--- src/common/fprc_defs.svh ---
// Constants for the flash program result check block.
// Assumes inclusion by bare name from design files.
`ifndef FPRC_DEFS_SVH
`define FPRC_DEFS_SVH
`define FPRC_BIT_UNUSED_HI   7
`define FPRC_BIT_MODE_ERR    6
`define FPRC_BIT_EXEC_ERR    5
`define FPRC_BIT_KEY_ERR     4
`define FPRC_BIT_UNUSED_LO   3
`define FPRC_BIT_SRC_ERR     2
`define FPRC_BIT_DEST_ERR    1
`define FPRC_BIT_FAIL        0
`define FPRC_KEY_GOOD        8'h5A
`define FPRC_AREA_USER_BOOT  8'hAA
`define FPRC_ALIGN_LO        8'h00
`define FPRC_ALIGN_HI        8'h80
`define FPRC_RESULT_RESET    8'h00
`define FPRC_FLASH_BASE      32'h00000000
`define FPRC_FLASH_LIMIT     32'h0001FFFF
`endif

--- src/common/fprc_pkg.sv ---
// Types for the flash program result check block.
// Assumes nothing beyond a SystemVerilog compiler.
package fprc_pkg;
    typedef enum logic [1:0] {FPRC_IDLE, FPRC_WRITE, FPRC_DONE} fprc_state_t;
    typedef logic [7:0] fprc_byte_t;
endpackage

--- src/verilog/fprc_top.sv ---
// Pass/fail result word builder for one flash programming call.
// Assumes the flash array engine reports erase state and completion.
// What this block does, and what software does (RULE_06, RULE_07)
// RULE_01: Bits seven and three always read zero.
// RULE_02: Mode error when pin low or protected.
// RULE_03: No programming when pin low or protected.
// RULE_04: Execution error when target not erased and no other error is set.
// RULE_05: User boot area selected: fail, write nothing.
// RULE_06: Software erases area after execution error.
// RULE_07: Software programs boot area only elsewhere.
// RULE_08: Key error unless key equals 5A.
// RULE_09: Source error when source lies in flash.
// RULE_10: Destination error when outside flash.
// RULE_11: Destination error unless 128-byte aligned.
// RULE_12: Bit zero reports overall pass or fail.
// RULE_13: Result delivered to CPU low byte.
// RULE_14: Destination from 32-bit parameter register.
// RULE_15: Source in flash reported as error.
// RULE_16: Fail bit set when any error set.
`timescale 1ns/1ps
`include "fprc_defs.svh"
module fprc_top
    import fprc_pkg::*;
(
    // Clock and reset
    input  wire logic        CLOCK,
    input  wire logic        RST_N,
    // Call parameters
    input  wire logic        START,
    input  wire logic [31:0] DEST_START_PARAM,
    input  wire logic [31:0] SOURCE_START_PARAM,
    input  wire fprc_byte_t  PROGRAM_KEY,
    input  wire fprc_byte_t  AREA_SELECT,
    // Flash state
    input  wire logic        WRITE_ENABLE_PIN,
    input  wire logic        ERROR_PROTECT_FLAG,
    input  wire logic        TARGET_ERASED,
    input  wire logic        WRITE_DONE,
    // Array control
    output logic             WRITE_GO,
    // Result
    output fprc_byte_t       CPU_RESULT_LOW_BYTE,
    output logic             DONE
);
    logic        pin_s1_reg, pin_s2_reg, pin_s3_reg, pin_reg;
    fprc_state_t state_reg, state_next;
    fprc_byte_t  result_reg, result_next;
    logic        done_reg, go_reg;
    logic        mode_err, key_err, src_err, dest_err, boot_sel;

    // ==========================================================
    // Pin synchroniser
    always_ff @(posedge CLOCK or negedge RST_N) begin
        if (!RST_N) begin
            pin_s1_reg <= 1'b0;
            pin_s2_reg <= 1'b0;
            pin_s3_reg <= 1'b0;
            pin_reg    <= 1'b0;
        end else begin
            pin_s1_reg <= WRITE_ENABLE_PIN;
            pin_s2_reg <= pin_s1_reg;
            pin_s3_reg <= pin_s2_reg;
            if (pin_s2_reg == pin_s3_reg) begin
                pin_reg <= pin_s3_reg;
            end
        end
    end

    // ==========================================================
    // Checks
    fprc_check u_check (
        .dest_addr (DEST_START_PARAM),
        .src_addr  (SOURCE_START_PARAM),
        .key       (PROGRAM_KEY),
        .area      (AREA_SELECT),
        .wen_ok    (pin_reg),
        .protect   (ERROR_PROTECT_FLAG),
        .mode_err  (mode_err),
        .key_err   (key_err),
        .src_err   (src_err),
        .dest_err  (dest_err),
        .boot_sel  (boot_sel)
    );

    wire pre_err  = mode_err || key_err || src_err || dest_err;
    wire exec_pre = boot_sel || !TARGET_ERASED;               // RULE_04 RULE_05
    wire may_go   = !pre_err && !exec_pre;                    // RULE_03 RULE_05

    // ==========================================================
    // Sequencer
    always_comb begin
        state_next  = state_reg;
        result_next = result_reg;
        case (state_reg)
            FPRC_IDLE: begin
                if (START) begin
                    result_next = `FPRC_RESULT_RESET;
                    result_next[`FPRC_BIT_MODE_ERR] = mode_err;   // RULE_02
                    result_next[`FPRC_BIT_KEY_ERR]  = key_err;    // RULE_08
                    result_next[`FPRC_BIT_SRC_ERR]  = src_err;    // RULE_09
                    result_next[`FPRC_BIT_DEST_ERR] = dest_err;   // RULE_10 RULE_14
                    if (!pre_err && exec_pre) begin
                        result_next[`FPRC_BIT_EXEC_ERR] = 1'b1;   // RULE_04 RULE_05
                    end
                    result_next[`FPRC_BIT_FAIL] = pre_err || exec_pre; // RULE_12 RULE_16
                    state_next = may_go ? FPRC_WRITE : FPRC_DONE;
                end
            end
            FPRC_WRITE: begin
                if (WRITE_DONE) begin
                    state_next = FPRC_DONE;
                end
            end
            FPRC_DONE: begin
                state_next = FPRC_IDLE;
            end
            default: begin
                state_next = FPRC_IDLE;
            end
        endcase
        result_next[`FPRC_BIT_UNUSED_HI] = 1'b0;                  // RULE_01
        result_next[`FPRC_BIT_UNUSED_LO] = 1'b0;                  // RULE_01
    end

    always_ff @(posedge CLOCK or negedge RST_N) begin
        if (!RST_N) begin
            state_reg  <= FPRC_IDLE;
            result_reg <= `FPRC_RESULT_RESET;
            done_reg   <= 1'b0;
            go_reg     <= 1'b0;
        end else begin
            state_reg  <= state_next;
            result_reg <= result_next;
            done_reg   <= (state_next == FPRC_DONE);
            go_reg     <= (state_next == FPRC_WRITE);
        end
    end

    assign WRITE_GO            = go_reg;                         // RULE_03
    assign CPU_RESULT_LOW_BYTE = result_reg;                     // RULE_13
    assign DONE                = done_reg;
endmodule // fprc_top

--- src/verilog/fprc_check.sv ---
// Combinational pre-start checks of the programming parameters.
// Assumes synchronised inputs on the same clock as the caller.
`timescale 1ns/1ps
`include "fprc_defs.svh"
module fprc_check
    import fprc_pkg::*;
(
    // Parameters
    input  wire logic [31:0] dest_addr,
    input  wire logic [31:0] src_addr,
    input  wire fprc_byte_t  key,
    input  wire fprc_byte_t  area,
    // Protection state
    input  wire logic        wen_ok,
    input  wire logic        protect,
    // Results
    output logic             mode_err,
    output logic             key_err,
    output logic             src_err,
    output logic             dest_err,
    output logic             boot_sel
);
    function automatic logic in_flash(input logic [31:0] a);
        in_flash = (a >= `FPRC_FLASH_BASE) && (a <= `FPRC_FLASH_LIMIT);
    endfunction

    wire aligned = (dest_addr[7:0] == `FPRC_ALIGN_LO) || (dest_addr[7:0] == `FPRC_ALIGN_HI);

    assign mode_err = !wen_ok || protect;                   // RULE_02
    assign key_err  = (key != `FPRC_KEY_GOOD);              // RULE_08
    assign src_err  = in_flash(src_addr);                   // RULE_09 RULE_15
    assign dest_err = !in_flash(dest_addr) || !aligned;     // RULE_10 RULE_11 RULE_14
    assign boot_sel = (area == `FPRC_AREA_USER_BOOT);       // RULE_05
endmodule // fprc_check

--- config.mk ---
export PLATFORM = sky130hd
export DESIGN_NAME = fprc_top
export DESIGN_NICKNAME = d
export VERILOG_FILES = /design/src/common/fprc_pkg.sv /design/src/verilog/fprc_top.sv /design/src/verilog/fprc_check.sv
export VERILOG_INCLUDE_DIRS = /design/src /design/src/common
export SDC_FILE = /design/constraint.sdc
export NUM_CORES = 1
export LEC_CHECK = 0
export BUFFER_PORTS_ARGS = -buffer_cell sky130_fd_sc_hd__buf_2
export CAP_MARGIN = 30
export CORE_MARGIN = 5
export CORE_UTILIZATION = 30
export CTS_BUF_LIST = sky130_fd_sc_hd__clkbuf_4
export CTS_CLUSTER_SIZE = 20
export DETAILED_ROUTE_END_ITERATION = 10
export GPL_ROUTABILITY_DRIVEN = 1
export MAX_ROUTING_LAYER = met4
export PLACE_DENSITY = 0.78
export SLEW_MARGIN = 20
export SYNTH_ARGS = -nofsm -noshare
export SYNTH_HDL_FRONTEND = slang
export SYNTH_HIERARCHICAL = 1
export SYNTH_SLANG_ARGS = --single-unit
--- constraint.sdc ---
create_clock -name CLOCK -period 1.8 [get_ports CLOCK]
set_clock_uncertainty 0.05 [all_clocks]
set_input_delay 0.09 -clock CLOCK [delete_from_list [all_inputs] [get_ports CLOCK]]
set_output_delay 0.09 -clock CLOCK [all_outputs]
set_load 0.02 [all_outputs]
After elaboration in Yosys (flattened, before gate mapping)
Cells that the tools add are included.

Register bits after elaboration: 14. Bits in latches: 0. Memories kept: 0. Output and inout bits: 10. RAM bits: 0. Memory bits (read-only): 0.

Shift operators: 0. Add/sub/neg operators: 0. $lt $le $gt $ge: 4. Mux-type cells: 5. Reduce and logical (&&, ||, !) cells: 21. Div/mod/pow operators: 0. Bitwise gates (word level): 0. Eq/ne operators: 7. Multiply operators: 0.

Operators by type and width (number): $ge 32x1->1 const B (2); $le 32x17->1 const B (2); $eq 8x8->1 const B (2); $logic_not 8->1 (1); $logic_or 1x1->1 (8); $ne 8x7->1 const B (1); $logic_not 1->1 (6); $mux 2 (3); $eq 2x1->1 const B (2); $logic_and 1x1->1 (4); $pmux 2 s2 (1); $eq 2x2->1 const B (1); $logic_not 2->1 (1); $reduce_and 2->1 (1); $eq 1x1->1 (1); $mux 1 (1).

Logic depth before layout (Yosys ltp)
Depth after elaboration: 11. Gate-level depth with buffers: 6. Mapped depth without buffers: 6.

By module
The synthesis kept the hierarchy.

By module, submodules not included: fprc_top (area each 529.3 um^2, seq. area each 350.3 um^2, cells each 38, instances 1); fprc_check (area each 135.1 um^2, seq. area each 0.0 um^2, cells each 19, instances 1).

Worst setup path after synthesis
Ideal clock, no wire load.

Path kind: input to register. Start point: input port DEST_START_PARAM[25]. End point: register go_reg, in the netlist WRITE_GO. Data required time: 1.673 ns. Path buffers: 0. Stages: 5. Data arrival time: 2.111 ns. Slack: -0.438 ns. Setup time: 0.077 ns. Cells stage by stage: or4_1 -> or4_1 -> or4_4 -> or4b_4 -> a21oi_1.

Cells in the longest elaborated chain, start to end: 11.

RTL lines: start, declared (line fprc_top.sv:30) `input wire logic [31:0] DEST_START_PARAM,`; $ge 32x1->1 (no line) / $le 32x17->1 (equally long branches); $logic_and 1x1->1 (*) (line fprc_check.sv:24) `` in_flash = (a >= `FPRC_FLASH_BASE) && (a <= `FPRC_FLASH_LIMIT); ``; $logic_not 1->1 (*) (line fprc_check.sv:32) `assign dest_err = !in_flash(dest_addr) || !aligned;`; $logic_or 1x1->1 (*) (line fprc_check.sv:32); via dest_err (line fprc_top.sv:49) `logic mode_err, key_err, src_err, dest_err, boot_sel;`; $logic_or 1x1->1 (*) (line fprc_top.sv:85) `wire pre_err = mode_err || key_err || src_err || dest_err;`; $logic_not 1->1 (*) (line fprc_top.sv:87) `wire may_go = !pre_err && !exec_pre;`; $logic_and 1x1->1 (*) (line fprc_top.sv:87); $mux 2 (*) (line fprc_top.sv:106) `state_next = may_go ? FPRC_WRITE : FPRC_DONE;`; $mux 2 (*) (line fprc_top.sv:96) `if (START) begin`; $pmux 2 s2 (*) (line fprc_top.sv:94) `case (state_reg)`; $eq 2x1->1 (*) (line fprc_top.sv:135) `go_reg <= (state_next == FPRC_WRITE);`; end signal, assigned (line fprc_top.sv:135); end, declared (line fprc_top.sv:48) `logic done_reg, go_reg;`.

The timed path passes the listed nets; every way through them passes the cells marked *. A chain may end at the register's enable or synchronous reset.

Final worst setup path
Start point: input port DEST_START_PARAM[25]. End point: register state_reg[0].

Cells in the longest elaborated chain, start to end: 10.

RTL lines: $ge 32x1->1 (no line) / $le 32x17->1 (equally long branches); $logic_and 1x1->1 (*) (line fprc_check.sv:24); $logic_not 1->1 (*) (line fprc_check.sv:32); $logic_or 1x1->1 (*) (line fprc_check.sv:32); via dest_err (line fprc_top.sv:49); $logic_or 1x1->1 (*) (line fprc_top.sv:85); $logic_not 1->1 (*) (line fprc_top.sv:87); $logic_and 1x1->1 (*) (line fprc_top.sv:87); $mux 2 (*) (line fprc_top.sv:106); $mux 2 (*) (line fprc_top.sv:96); $pmux 2 s2 (*) (line fprc_top.sv:94); via state_next[0] (line fprc_top.sv:46) `fprc_state_t state_reg, state_next;`; end signal, assigned (line fprc_top.sv:132) `state_reg <= state_next;`; end, declared (line fprc_top.sv:46).

Marks and branches as above.

==> impl_metrics.py <==
metrics = {
    "synth": {
        "synth_cells": 57,
        "syn-mean-instance-area_um2": 11.66,
        "yosysWarningCount": 6,
        "netlist_area_um2": 664.4,
        "top_cell_type_s_share_of_synthesized_area_pct": 52.73,
        "yosys.cell_types.count": 22,
        "synthDominantAreaCellType": "sky130_fd_sc_hd__dfrtp_1",
        "synth-seq-area-share_pct": 52.73,
        "ys_ff_latch": 14,
        "synth_top_cells_by_area": "sky130_fd_sc_hd__dfrtp_1 53%, sky130_fd_sc_hd__mux2_2 6.8%, sky130_fd_sc_hd__nor4_1 6.6%, sky130_fd_sc_hd__nand4bb_1 3.4%, sky130_fd_sc_hd__nor4bb_1 3.0%",
    },
    "cells_and_area": {
        "most_common_cell_after_layout_fill_and_taps_aside": "sky130_fd_sc_hd__buf_2",
        "fin_util_pct": 51.67,
        "largest_register_ffs": 6,
        "drive_above_1_share_pct": 64.12,
        "fin_area_um2": 1121,
        "final-instance-count-excl-fill": 159,
        "regArea_um2": 350.3,
        "final_nets": 219,
        "multi_input_comb_area_um2": 321.6,
        "most-common-layout-cells": "66 x sky130_fd_sc_hd__buf_2, 14 x sky130_fd_sc_hd__dfrtp_1, 7 x sky130_fd_sc_hd__nor4_1",
        "area_growth_pct": 68.74,
        "layout_filler_cell_count": 230,
        "antenna_cells": 0,
    },
    "placed_design": {
        "detailedPlace.worstSlack_ns": -0.6546,
        "dpl_cell_area_um2": 1023,
        "post-place-cells": 151,
        "hpwlAfterDp_um": 1755,
        "port_buffers": 67,
        "gp_congestion": 0.7175,
    },
    "critical_path": {
        "timing.reg2reg.worst_path_depth": 4,
        "critical_path.slowest_cell": "sky130_fd_sc_hd__or4b_4",
        "path_max_fanout": 2,
        "timing.setup.critical_path_class": "in -> reg",
        "cp-start-kind": "primary input",
        "critical_path.endpoint_type": "flip-flop",
        "crit_chain": "buf_6 > or4_4 > or4_4 > or4_4 > or4b_4 > a21oi_2",
        "cpLargestDelayFamily": "simple AND/OR/NAND/NOR gates",
        "path_depth": 6,
        "buffers_plus_inverters_on_the_worst_setup_path": 1,
        "cp_slowest_stage_delay_ns": 0.52,
        "cpMostUsedCell": "sky130_fd_sc_hd__or4_4",
        "critPathArrivalTime_ns": 2.28,
        "critical_path_required_ns": 1.97,
    },
    "worst_hold_path": {
        "whs_path_depth": 3,
        "worst_hold_path_type": "in -> reg",
    },
    "outcome": {
        "failed_checks": "negative setup slack",
        "outcome": "finished, violations left",
    },
    "timing": {
        "finalSetupTns_ns": -1.205,
        "achievable_frequency_mhz": 472.7,
        "layout_setup_ws_ns": -0.3157,
        "final_max_slew_viol_count": 0,
        "post_route_hold_slack_ns": 0.03732,
        "rsz0062_at_grt": "true",
        "post-route-min-period_ns": 2.116,
        "timing.final.setup_violations": 6,
        "post-route-period-util_pct": 117.5,
        "max-slew-margin-rel_pct": 56.16,
        "worst-slew-pin-transition_ns": 0.6547,
        "hold_violations": 0,
    },
    "route": {
        "viasPerCell": 4.736,
        "firstDrtPassIters": 4,
        "drt-wirelength-per-cell_um": 13.77,
        "final_antenna_net_count": 0,
        "wl_met2_um": 1198,
        "drc_violation_total_after_the_first_tritonroute_iteration": 4,
        "via_count": 753,
        "wl_met3_um": 249,
        "total_wirelength_of_the_detailed_routed_design_um": 2189,
        "detail_route.drc_violations": 0,
        "top_layer": "met4",
        "wl_met1_um": 728,
    },
    "clocking": {
        "worstSkewPairLatency_ns": 0.28,
        "tritoncts": "yes",
        "clockRootBuffer": "sky130_fd_sc_hd__clkbuf_4",
        "ctsLongestPathBuffers": 2,
        "h-tree-depth": 1,
        "cts_sinks": 14,
        "tritoncts.num_buffers": 3,
        "clock_transition_at_the_registers_of_the_reported_paths_ns": 0.09,
    },
    "global_route": {
        "gr_ovfl_total": 0,
        "grt_antenna_before_repair": 0,
        "global_route.usage.total_pct": 14.45,
        "grt_pass1_vias": 855,
        "maximum_number_of_pins_on_one_net_before_global_route_repair": 15,
        "grt_pass1_wl_um": 3594,
    },
    "power": {
        "power.share.switching_pct": 26.00,
        "power.density_cell_area_nw_per_um2": 580.8,
        "p_int_mw": 0.4819,
        "worst_ir_drop_vdd_mv": 0.5202,
        "share_clk_of_total_power_pct": 28.5,
        "p_total_mw": 0.6512,
        "comb_power_share_pct": 19.7,
        "leak_nw": 0.5561,
        "netSwitchingPower_mw": 0.1693,
        "seq_power_share_pct": 51.9,
    },
    "flow_run": {
        "max-cap-violations": 0,
    },
    "floorplan": {
        "initial_utilization_pct": 30.62,
        "floorplan.rows": 17,
        "design.die.area_um2": 3256,
        "ioPinCount": 97,
        "chipWidth_um": 57.06,
        "core_region_area_um2": 2170,
        "die_y_um": 57.06,
    },
}
## power by group through the flow
stage	combinational [mW]	clock (mW)	sequential, mW
2_1_floorplan	0.0322	0	0.352
3_5_place_dp	0.119	0	0.343
6_report	0.128	0.185	0.338
4_1_cts	0.128	0.194	0.338
3_3_place_gp	0.115	0	0.342
5_1_grt	0.142	0.208	0.340
## routing by layer
metal | track usage [%] | vias up
met5 | - | -
met4 | 1.656 | 0
met3 | 6.561 | 2
met2 | 27.41 | 40
met1 | 13.63 | 349
li1 | - | 362
## cells by family (layout without fill, tap and decap cells)
kind of cell / count (synthesis) / in the layout / synth area share, %
other: 1 / 2 / 0.5644
buffers and inverters: 4 / 77 / 3.390
AOI/OAI and AO/OA: 5 / 5 / 3.766
adders and majority gates: 1 / 1 / 1.507
and+or+nand+nor: 28 / 28 / 31.26
DFF: 14 / 14 / 52.73
muxes: 4 / 4 / 6.779
## what timing repair did
action	CTS	global route
gates resized for setup	9	2
endpoints found under the setup margin	5	6
hold buffers	2	0
endpoints found under the hold margin	15	0
pin swaps	5	1
buffers inserted	2	1
## worst reg2reg max path, delay by kind of cell, from the launching register on
| family | cells | cell delay, ns |
|---|---|---|
| AO/OA/AOI/OAI | 1 | 0.15 |
| flip-flops | 1 | 0.37 |
| AND/OR/NAND/NOR | 3 | 1.12 |
## synth_stat cells
cell	count
sky130_fd_sc_hd__dfrtp_1	14
sky130_fd_sc_hd__mux2_2	4
sky130_fd_sc_hd__nor3_1	1
sky130_fd_sc_hd__nand3b_1	2
sky130_fd_sc_hd__or4b_4	1
sky130_fd_sc_hd__or4_4	1
sky130_fd_sc_hd__o21ai_0	3
sky130_fd_sc_hd__nand4bb_1	2
sky130_fd_sc_hd__or4_1	2
sky130_fd_sc_hd__nor3b_2	1
sky130_fd_sc_hd__nor4_1	7
sky130_fd_sc_hd__buf_4	2
sky130_fd_sc_hd__inv_1	2
sky130_fd_sc_hd__nor4bb_1	2
sky130_fd_sc_hd__nor2_1	1
sky130_fd_sc_hd__and4_1	1
sky130_fd_sc_hd__nand2_1	3
sky130_fd_sc_hd__conb_1	1
sky130_fd_sc_hd__a21oi_1	2
sky130_fd_sc_hd__nand4_1	1
sky130_fd_sc_hd__nand2b_1	3
sky130_fd_sc_hd__maj3_1	1
## path summary, 6_finish.rpt
path | endpoint | start | slack, ns
worst max-delay path | state_reg[0] | DEST_START_PARAM[25] | -0.32
worst min register to register | pin_s2_reg | pin_s1_reg | 0.31
min in group asynchronous | WRITE_GO | RST_N | 0.16
max in group asynchronous | pin_s2_reg | RST_N | 1.29
worst min-delay path | DONE | WRITE_DONE | 0.04
worst max register to register | state_reg[0] | pin_reg | 0.04
## layout make-up
class                   instances  area share, %
multi-input cells              40          28.68
flip-flops and latches         14          31.25
clock inverters                 1         0.3348
clock buffers                   3          2.009
repair buffers                 71          33.93
well taps                      28          3.125
inverters                       2         0.6696
Power figures use the tool's default switching activity.
